[src/core/sense_cfg_pkg.sv]
// shared constants and types for the sensing configuration register bank
package sense_cfg_pkg;

   localparam int           FRAME_BITS        = 16;
   localparam int           ADDR_BITS         = 7;
   localparam logic [4:0]   CMD_LAST_BIT      = 5'h07;
   localparam logic [4:0]   DATA_FIRST_BIT    = 5'h08;
   localparam logic [4:0]   DATA_LAST_BIT     = 5'h0f;
   localparam logic [4:0]   FRAME_END_COUNT   = 5'h10;

   // register offsets
   localparam logic [6:0]   LOCK_FIRST_OFFSET = 7'h01;
   localparam logic [6:0]   LOCK_LAST_OFFSET  = 7'h05;
   localparam logic [6:0]   MIN_RES_OFFSET    = 7'h02;
   localparam logic [6:0]   MIN_FREQ_OFFSET   = 7'h03;
   localparam logic [6:0]   OSC_CFG_OFFSET    = 7'h04;

   // reset values
   localparam logic [7:0]   MIN_RES_RESET     = 8'h14;
   localparam logic [7:0]   MIN_FREQ_RESET    = 8'h45;
   localparam logic [4:0]   OSC_CFG_RESET     = 5'h1b;

   // sense_oscillation_config fields
   localparam int           AMP_MSB           = 4;
   localparam int           AMP_LSB           = 3;
   localparam int           RESP_MSB          = 2;
   localparam int           RESP_LSB          = 0;
   localparam int           OSC_CFG_BITS      = 5;
   localparam logic [1:0]   AMP_RESERVED      = 2'h3;
   localparam logic [2:0]   RESP_FIRST_CODE   = 3'h2;
   localparam logic [12:0]  RESP_BASE_CYCLES  = 13'h00c0;

   // min_resistance_range valid code span
   localparam logic [7:0]   RES_CODE_LO       = 8'h20;
   localparam logic [7:0]   RES_CODE_HI       = 8'h3f;

   typedef struct packed {
      logic                 valid;
      logic [6:0]           addr;
      logic [7:0]           data;
   } wr_req_s;

endpackage

[src/core/inductive_sense_config_regs.sv]
// sensing configuration register bank behind the serial port
// Summary of operation
// RQ1 - min_resistance_range sets range floor; codes 0x20..0x3F are the valid fixed values
// RQ2 - host sets frequency code about 20% below unloaded sensor resonance
// RQ3 - frequency code is 68.94*log10(f/2000), rounded; device stores it unchanged
// RQ4 - config bits 4:3 pick amplitude 1, 2 or 4 V; 11 is reserved
// RQ5 - config bits 2:0 codes 010..111 pick 192..6144; 000, 001 reserved
// RQ6 - with active_power_select set, writes to offsets 0x01..0x05 are dropped
// RQ7 - config bits 7:5 are ignored on write and read back as zero
module inductive_sense_config_regs
   import sense_cfg_pkg::*;
(
   input  logic            clock,
   input  logic            reset_n,
   input  logic            csN,
   input  logic            sclk,
   input  logic            mosi,
   input  logic            activePowerSelect,
   output logic            miso,
   output logic            misoOe_n,
   output logic [7:0]      minResistanceRange,
   output logic            minResInRange,
   output logic [7:0]      minResonanceFrequency,
   output logic [1:0]      amplitudeSel,
   output logic            amplitudeReserved,
   output logic [12:0]     responseCycles,
   output logic            responseReserved
);

   logic [6:0]      addr;
   wr_req_s         wrReq;
   logic [7:0]      rdData;
   logic            wrAllowed;

   logic [7:0]      minRes_q, minRes_d;
   logic [7:0]      minFreq_q, minFreq_d;
   logic [4:0]      oscCfg_q, oscCfg_d;
   logic            resInRange_q, resInRange_d;
   logic [1:0]      ampSel_q, ampSel_d;
   logic            ampRsv_q, ampRsv_d;
   logic [12:0]     respCyc_q, respCyc_d;
   logic            respRsv_q, respRsv_d;

   serial_frame_slave u_port (
      .clock    (clock),
      .reset_n  (reset_n),
      .csN      (csN),
      .sclk     (sclk),
      .mosi     (mosi),
      .rdData   (rdData),
      .addr     (addr),
      .wrReq    (wrReq),
      .miso     (miso),
      .misoOe_n (misoOe_n)
   );

   // lock covers the whole 0x01..0x05 span, writes to offsets outside it are not gated by the level
   assign wrAllowed = wrReq.valid &&
                      !(activePowerSelect && wrReq.addr >= LOCK_FIRST_OFFSET &&
                        wrReq.addr <= LOCK_LAST_OFFSET); // RQ6

   always_comb begin
      if (addr == MIN_RES_OFFSET) begin
         rdData = minRes_q;
      end else if (addr == MIN_FREQ_OFFSET) begin
         rdData = minFreq_q;
      end else if (addr == OSC_CFG_OFFSET) begin
         rdData = {3'h0, oscCfg_q}; // RQ7
      end else begin
         rdData = 8'h00;
      end
   end

   always_comb begin
      minRes_d  = minRes_q;
      minFreq_d = minFreq_q;
      oscCfg_d  = oscCfg_q;
      if (wrAllowed) begin
         if (wrReq.addr == MIN_RES_OFFSET) begin
            minRes_d = wrReq.data; // RQ1
         end else if (wrReq.addr == MIN_FREQ_OFFSET) begin
            minFreq_d = wrReq.data; // RQ3
         end else if (wrReq.addr == OSC_CFG_OFFSET) begin
            oscCfg_d = wrReq.data[OSC_CFG_BITS-1:0]; // RQ7
         end
      end
   end

   // decoded settings follow the new register value in the same edge
   always_comb begin
      resInRange_d = (minRes_d >= RES_CODE_LO) && (minRes_d <= RES_CODE_HI); // RQ1
      ampSel_d     = oscCfg_d[AMP_MSB:AMP_LSB]; // RQ4
      ampRsv_d     = (oscCfg_d[AMP_MSB:AMP_LSB] == AMP_RESERVED); // RQ4
      respRsv_d    = (oscCfg_d[RESP_MSB:RESP_LSB] < RESP_FIRST_CODE); // RQ5
      // reserved response codes give zero rather than a guessed time
      if (respRsv_d) begin
         respCyc_d = 13'h0000;
      end else begin
         respCyc_d = RESP_BASE_CYCLES <<
                     (oscCfg_d[RESP_MSB:RESP_LSB] - RESP_FIRST_CODE); // RQ5
      end
   end

   always_ff @(posedge clock) begin
      if (!reset_n) begin
         minRes_q     <= MIN_RES_RESET;
         minFreq_q    <= MIN_FREQ_RESET;
         oscCfg_q     <= OSC_CFG_RESET;
         resInRange_q <= 1'b0;
         ampSel_q     <= OSC_CFG_RESET[AMP_MSB:AMP_LSB];
         ampRsv_q     <= 1'b1;
         respCyc_q    <= RESP_BASE_CYCLES << 1;
         respRsv_q    <= 1'b0;
      end else begin
         minRes_q     <= minRes_d;
         minFreq_q    <= minFreq_d;
         oscCfg_q     <= oscCfg_d;
         resInRange_q <= resInRange_d;
         ampSel_q     <= ampSel_d;
         ampRsv_q     <= ampRsv_d;
         respCyc_q    <= respCyc_d;
         respRsv_q    <= respRsv_d;
      end
   end

   assign minResistanceRange    = minRes_q;
   assign minResInRange         = resInRange_q;
   assign minResonanceFrequency = minFreq_q;
   assign amplitudeSel          = ampSel_q;
   assign amplitudeReserved     = ampRsv_q;
   assign responseCycles        = respCyc_q;
   assign responseReserved      = respRsv_q;
endmodule // inductive_sense_config_regs

[src/core/serial_frame_slave.sv]
// serial frame slave: command byte then data byte, mode 0
module serial_frame_slave
   import sense_cfg_pkg::*;
(
   input  logic            clock,
   input  logic            reset_n,
   input  logic            csN,
   input  logic            sclk,
   input  logic            mosi,
   input  logic [7:0]      rdData,
   output logic [6:0]      addr,
   output wr_req_s         wrReq,
   output logic            miso,
   output logic            misoOe_n
);

   logic            sclkPrev_q, sclkPrev_d;
   logic [4:0]      bitCnt_q, bitCnt_d;
   logic [6:0]      shiftIn_q, shiftIn_d;
   logic [7:0]      shiftOut_q, shiftOut_d;
   logic            isRead_q, isRead_d;
   logic [6:0]      addr_q, addr_d;
   wr_req_s         wr_q, wr_d;
   logic            miso_q, miso_d;
   logic            oeN_q, oeN_d;
   logic            rise, fall;

   assign rise = sclk & ~sclkPrev_q;
   assign fall = ~sclk & sclkPrev_q;

   always_comb begin
      sclkPrev_d = sclk;
      bitCnt_d   = bitCnt_q;
      shiftIn_d  = shiftIn_q;
      shiftOut_d = shiftOut_q;
      isRead_d   = isRead_q;
      addr_d     = addr_q;
      wr_d       = '0;
      miso_d     = miso_q;
      oeN_d      = csN;
      if (csN) begin
         bitCnt_d = '0;
      end else if (rise && bitCnt_q < FRAME_END_COUNT) begin
         shiftIn_d = {shiftIn_q[5:0], mosi};
         bitCnt_d  = bitCnt_q + 5'h01;
         if (bitCnt_q == CMD_LAST_BIT) begin
            isRead_d = shiftIn_q[6];
            addr_d   = {shiftIn_q[5:0], mosi};
         end else if (bitCnt_q == DATA_LAST_BIT && !isRead_q) begin
            wr_d = '{valid: 1'b1, addr: addr_q, data: {shiftIn_q, mosi}};
         end
      end else if (fall && bitCnt_q == DATA_FIRST_BIT) begin
         // read data captured once, so a later write cannot tear the byte
         shiftOut_d = rdData;
         miso_d     = rdData[7];
      end else if (fall && bitCnt_q > DATA_FIRST_BIT && bitCnt_q < FRAME_END_COUNT) begin
         miso_d     = shiftOut_q[6];
         shiftOut_d = {shiftOut_q[6:0], 1'b0};
      end
   end

   always_ff @(posedge clock) begin
      if (!reset_n) begin
         sclkPrev_q <= 1'b0;
         bitCnt_q   <= '0;
         shiftIn_q  <= '0;
         shiftOut_q <= '0;
         isRead_q   <= 1'b0;
         addr_q     <= '0;
         wr_q       <= '0;
         miso_q     <= 1'b0;
         oeN_q      <= 1'b1;
      end else begin
         sclkPrev_q <= sclkPrev_d;
         bitCnt_q   <= bitCnt_d;
         shiftIn_q  <= shiftIn_d;
         shiftOut_q <= shiftOut_d;
         isRead_q   <= isRead_d;
         addr_q     <= addr_d;
         wr_q       <= wr_d;
         miso_q     <= miso_d;
         oeN_q      <= oeN_d;
      end
   end

   assign addr     = addr_q;
   assign wrReq    = wr_q;
   assign miso     = miso_q;
   assign misoOe_n = oeN_q;

endmodule // serial_frame_slave

[config.mk]
export PLATFORM = sky130hd
export DESIGN_NAME = inductive_sense_config_regs
export DESIGN_NICKNAME = d
export VERILOG_FILES = /design/src/core/sense_cfg_pkg.sv /design/src/core/inductive_sense_config_regs.sv /design/src/core/serial_frame_slave.sv
export SDC_FILE = /design/constraint.sdc
export NUM_CORES = 1
export LEC_CHECK = 0
export BUFFER_PORTS_ARGS = -buffer_cell sky130_fd_sc_hd__buf_2
export CAP_MARGIN = 10
export CORE_UTILIZATION = 35
export CTS_BUF_LIST = sky130_fd_sc_hd__clkbuf_8
export CTS_CLUSTER_DIAMETER = 150
export CTS_CLUSTER_SIZE = 14
export DETAILED_ROUTE_END_ITERATION = 6
export PLACE_DENSITY = 0.62
export SLEW_MARGIN = 20
export SYNTH_ARGS = -nofsm -noshare
export SYNTH_HDL_FRONTEND = slang
export SYNTH_SLANG_ARGS = --single-unit
[constraint.sdc]
create_clock -name clock -period 2.3 [get_ports clock]
set_clock_uncertainty 0.1 [all_clocks]
set_input_delay 0.345 -clock clock [delete_from_list [all_inputs] [get_ports clock]]
set_output_delay 0.345 -clock clock [all_outputs]
set_load 0.02 [all_outputs]
==> flow_summary.yaml <==
run_status:
  status: "finished with violations"
  violations: "DRC"
worst_setup_path:
  path_max_fanout: 6
  cp.arrival_ns: 2.30
  critPathKind: "register to register"
  end_kind: "register"
  start_kind: "register"
  critical_path_required_ns: 2.43
yosys:
  synthCells: 320
  async_flop_share: 0
  synth_flop_cell: "dfxtp_1"
  ys_types: 52
  synth_most_common_cell: "dfxtp_1"
  ys_top_cells_by_area: "dfxtp_1 (47%), mux2i_1 (8.0%), nand2_1 (4.5%), and2_1 (3.3%), nor2b_1 (3.3%)"
  yosysWarnings: 0
  synth_common_cells: "dfxtp_1 (77), nand2_1 (39), mux2i_1 (26)"
  syn_area_per_cell_sq_um: 10.16
  yosysTopAreaCell: "dfxtp_1"
  synth_edf_count: 0
  synth_seq_cells: 77
  yosysTopAreaCellShare: 0.4742
  netlist_area_sq_um: 3251
  ys_seq_area_frac: 0.4742
floorplan:
  coreArea_sq_um: 8848
  die_width_um: 98.37
  dieArea_sq_um: 9677
  rows: 34
  die-height_um: 98.37
  design.portCount: 42
  start_util: 0.3674
placement:
  dp.cells: 455
  dp_hpwl_um: 4635
  gp_congestion: 0.7816
  place_worst_setup_slack_ns: 0.06999
  numPortBuffers: 35
sta:
  rsz0062_at_grt: "no"
  final-setup-viol-count: 0
  holdWs_ns: 0.1697
  min_period_ns: 2.169
  layout_setup_ws_ns: 0.1313
  hold_viol_final: 0
  slew_violations: 0
  fmax_ghz: 0.4611
  fin_setup_tns_ns: 0
  fin_crit_sh: 0.9429
finish:
  fill_cells: 890
  final_nets: 371
  stdcell_count: 471
  antenna_cells: 0
  final_layout_size_suffix_gt1_frac: 0.2094
  area_delta_synth_final_pct: 11.82
clock_network:
  cts.clk_slew.worst_paths_ns: 0.07
  cts_root_buf: "clkbuf_8"
  cts_htree_levels: 3
  postCtsSetupBuffers: 0
  cts_sinks: 77
  cts_hold_buf: 0
  clock_latency_ns: 0.34
  cts_buffers: 9
  cts_tree: "yes"
  clockBufferDepth: 2
routing:
  firstDrtPassIters: 7
  route.met2.wl_um: 3040
  drt-initial-drc-count: 79
  vias: 2290
  wl_met1_um: 3092
  highest-signal-layer: "met4"
  wl_met3_um: 168
  drc: 5
  routed_wl_um: 6385
  vias_per_cell: 4.862
  wl_per_cell_um: 13.56
  antenna_left: 0
grt:
  antenna_found_initial: 0
  grt_usage: 0.1410
  grt_pass1_vias: 2157
  grt_pass1_wl_um: 10690
  grt_max_degree: 59
  grt_overflow: 0
power:
  vdd_drop_max_v: 0.0002441
  power.density_nw_per_um2: 629.6
  pwr-share-comb: 0.029
  p_total_mw: 2.289
  power.share.clock: 0.386
  seqPwrFrac: 0.585
  p_int_mw: 1.791
  power.leakage_nw: 1.529
  power_switching_uw: 497.2
  swShare: 0.2173
min_path:
  worstHoldPathType: "primary input to register"
run:
  maxCapViolations: 0
critical path, cell delays in order (launching register included):
cell      delay, ns
dfxtp_1        0.32
nor4_4         0.31
nand4b_2       0.26
mux2_4         0.39
ha_1           0.39
mux2i_1        0.23
nor2_1         0.05
path summary, 6_finish.rpt:
| kind | from | endpoint | slack (ns) | cells past startpoint |
|---|---|---|---|---|
| setup / recovery | u_port.wrReq[13] | responseCycles[10] | 0.13 | 6 |
| setup reg to reg | u_port.wrReq[13] | responseCycles[10] | 0.13 | 6 |
| hold reg to reg | u_port.shiftOut_q[3] | u_port.shiftOut_q[4] | 0.37 | 2 |
| hold / removal | sclk | u_port.sclkPrev_q | 0.17 | 2 |
through the flow:
stage | utilization | cell area [sq um]
6_report | 0.4108 | 3635
5_1_grt | 0.4108 | 3635
4_1_cts | 0.4104 | 3631
3_5_place_dp | 0.3910 | 3460
3_3_place_gp | 0.3910 | 3460
2_1_floorplan | - | 3269
sequential cells by signal, summed over array words and instances (netlist names), 5 cells and up:
| register | cells |
|---|---|
| u_port.shiftIn_q | 7 |
| u_port.addr | 7 |
| minResonanceFrequency | 8 |
| oscCfg_q | 5 |
| u_port.shiftOut_q | 7 |
| responseCycles | 7 |
| u_port.wrReq | 16 |
| u_port.bitCnt_q | 5 |
| minResistanceRange | 8 |
routing by layer:
| layer | GRT usage | vias up |
|---|---|---|
| li1 | - | 1163 |
| met1 | 0.1822 | 1082 |
| met2 | 0.2335 | 37 |
| met3 | 0.02792 | 8 |
| met4 | 0.05166 | 0 |
| met5 | 0 | - |
power by group through the flow:
| stage | sequential [mW] | combinational (mW) | clock [mW] |
|---|---|---|---|
| floorplan | 1.37 | 0.0584 | 0 |
| finish | 1.34 | 0.0652 | 0.884 |
| global placement | 1.37 | 0.0651 | 0 |
| global route | 1.34 | 0.0721 | 0.969 |
| CTS | 1.34 | 0.0660 | 0.907 |
| detailed placement | 1.37 | 0.0658 | 0 |
cell type report:
type | count | area (sq um) | share of cell area
inverters | 5 | 18.77 | 0.005164
well taps | 108 | 135.1 | 0.03718
flip-flops and latches | 77 | 1541 | 0.4241
clock inverters | 5 | 20.02 | 0.005508
multi-input cells | 220 | 1518 | 0.4176
clock buffers | 11 | 151.4 | 0.04165
repair buffers | 45 | 250.2 | 0.06885
logic make-up (layout without fill, tap and decap cells):
kind of cell,after synthesis,in the layout,synth area share
AO/OA/AOI/OAI,42,42,0.09199
XOR/XNOR,3,3,0.008085
adder cells (fa/ha/maj),7,7,0.02694
buffers and inverters,28,66,0.06582
flip-flops,77,77,0.4742
multiplexers,27,27,0.08353
other,1,6,0.001154
AND/OR/NAND/NOR,135,135,0.2483
placed cells by master, fill, tap and decap left out, types with 2 or more instances in the layout:
cell type,synthesis,routed
dfxtp_1,77,77
nand2_1,39,39
buf_2,0,35
mux2i_1,26,26
nor2b_1,17,17
and2_1,17,17
nor2_1,15,15
o21ai_0,11,11
clkbuf_8,3,11
nand3_1,10,10
buf_4,10,10
inv_1,5,9
a31oi_1,8,8
a21boi_0,7,7
ha_1,7,7
conb_1,1,6
nor3b_1,5,5
nand3b_1,5,5
nor4bb_1,4,4
a21o_2,4,4
nand2b_1,3,3
nor3_1,3,3
o2111a_1,3,3
or4b_1,2,2
xor2_1,2,2
a21oi_1,2,2
a31o_2,2,2
repair_timing:
item                                   in CTS  in global routing
resized for setup                           0                  1
endpoints found under the hold margin       0                  0
setup endpoints to repair                   0                  2
(Power assumes the default switching activity.)
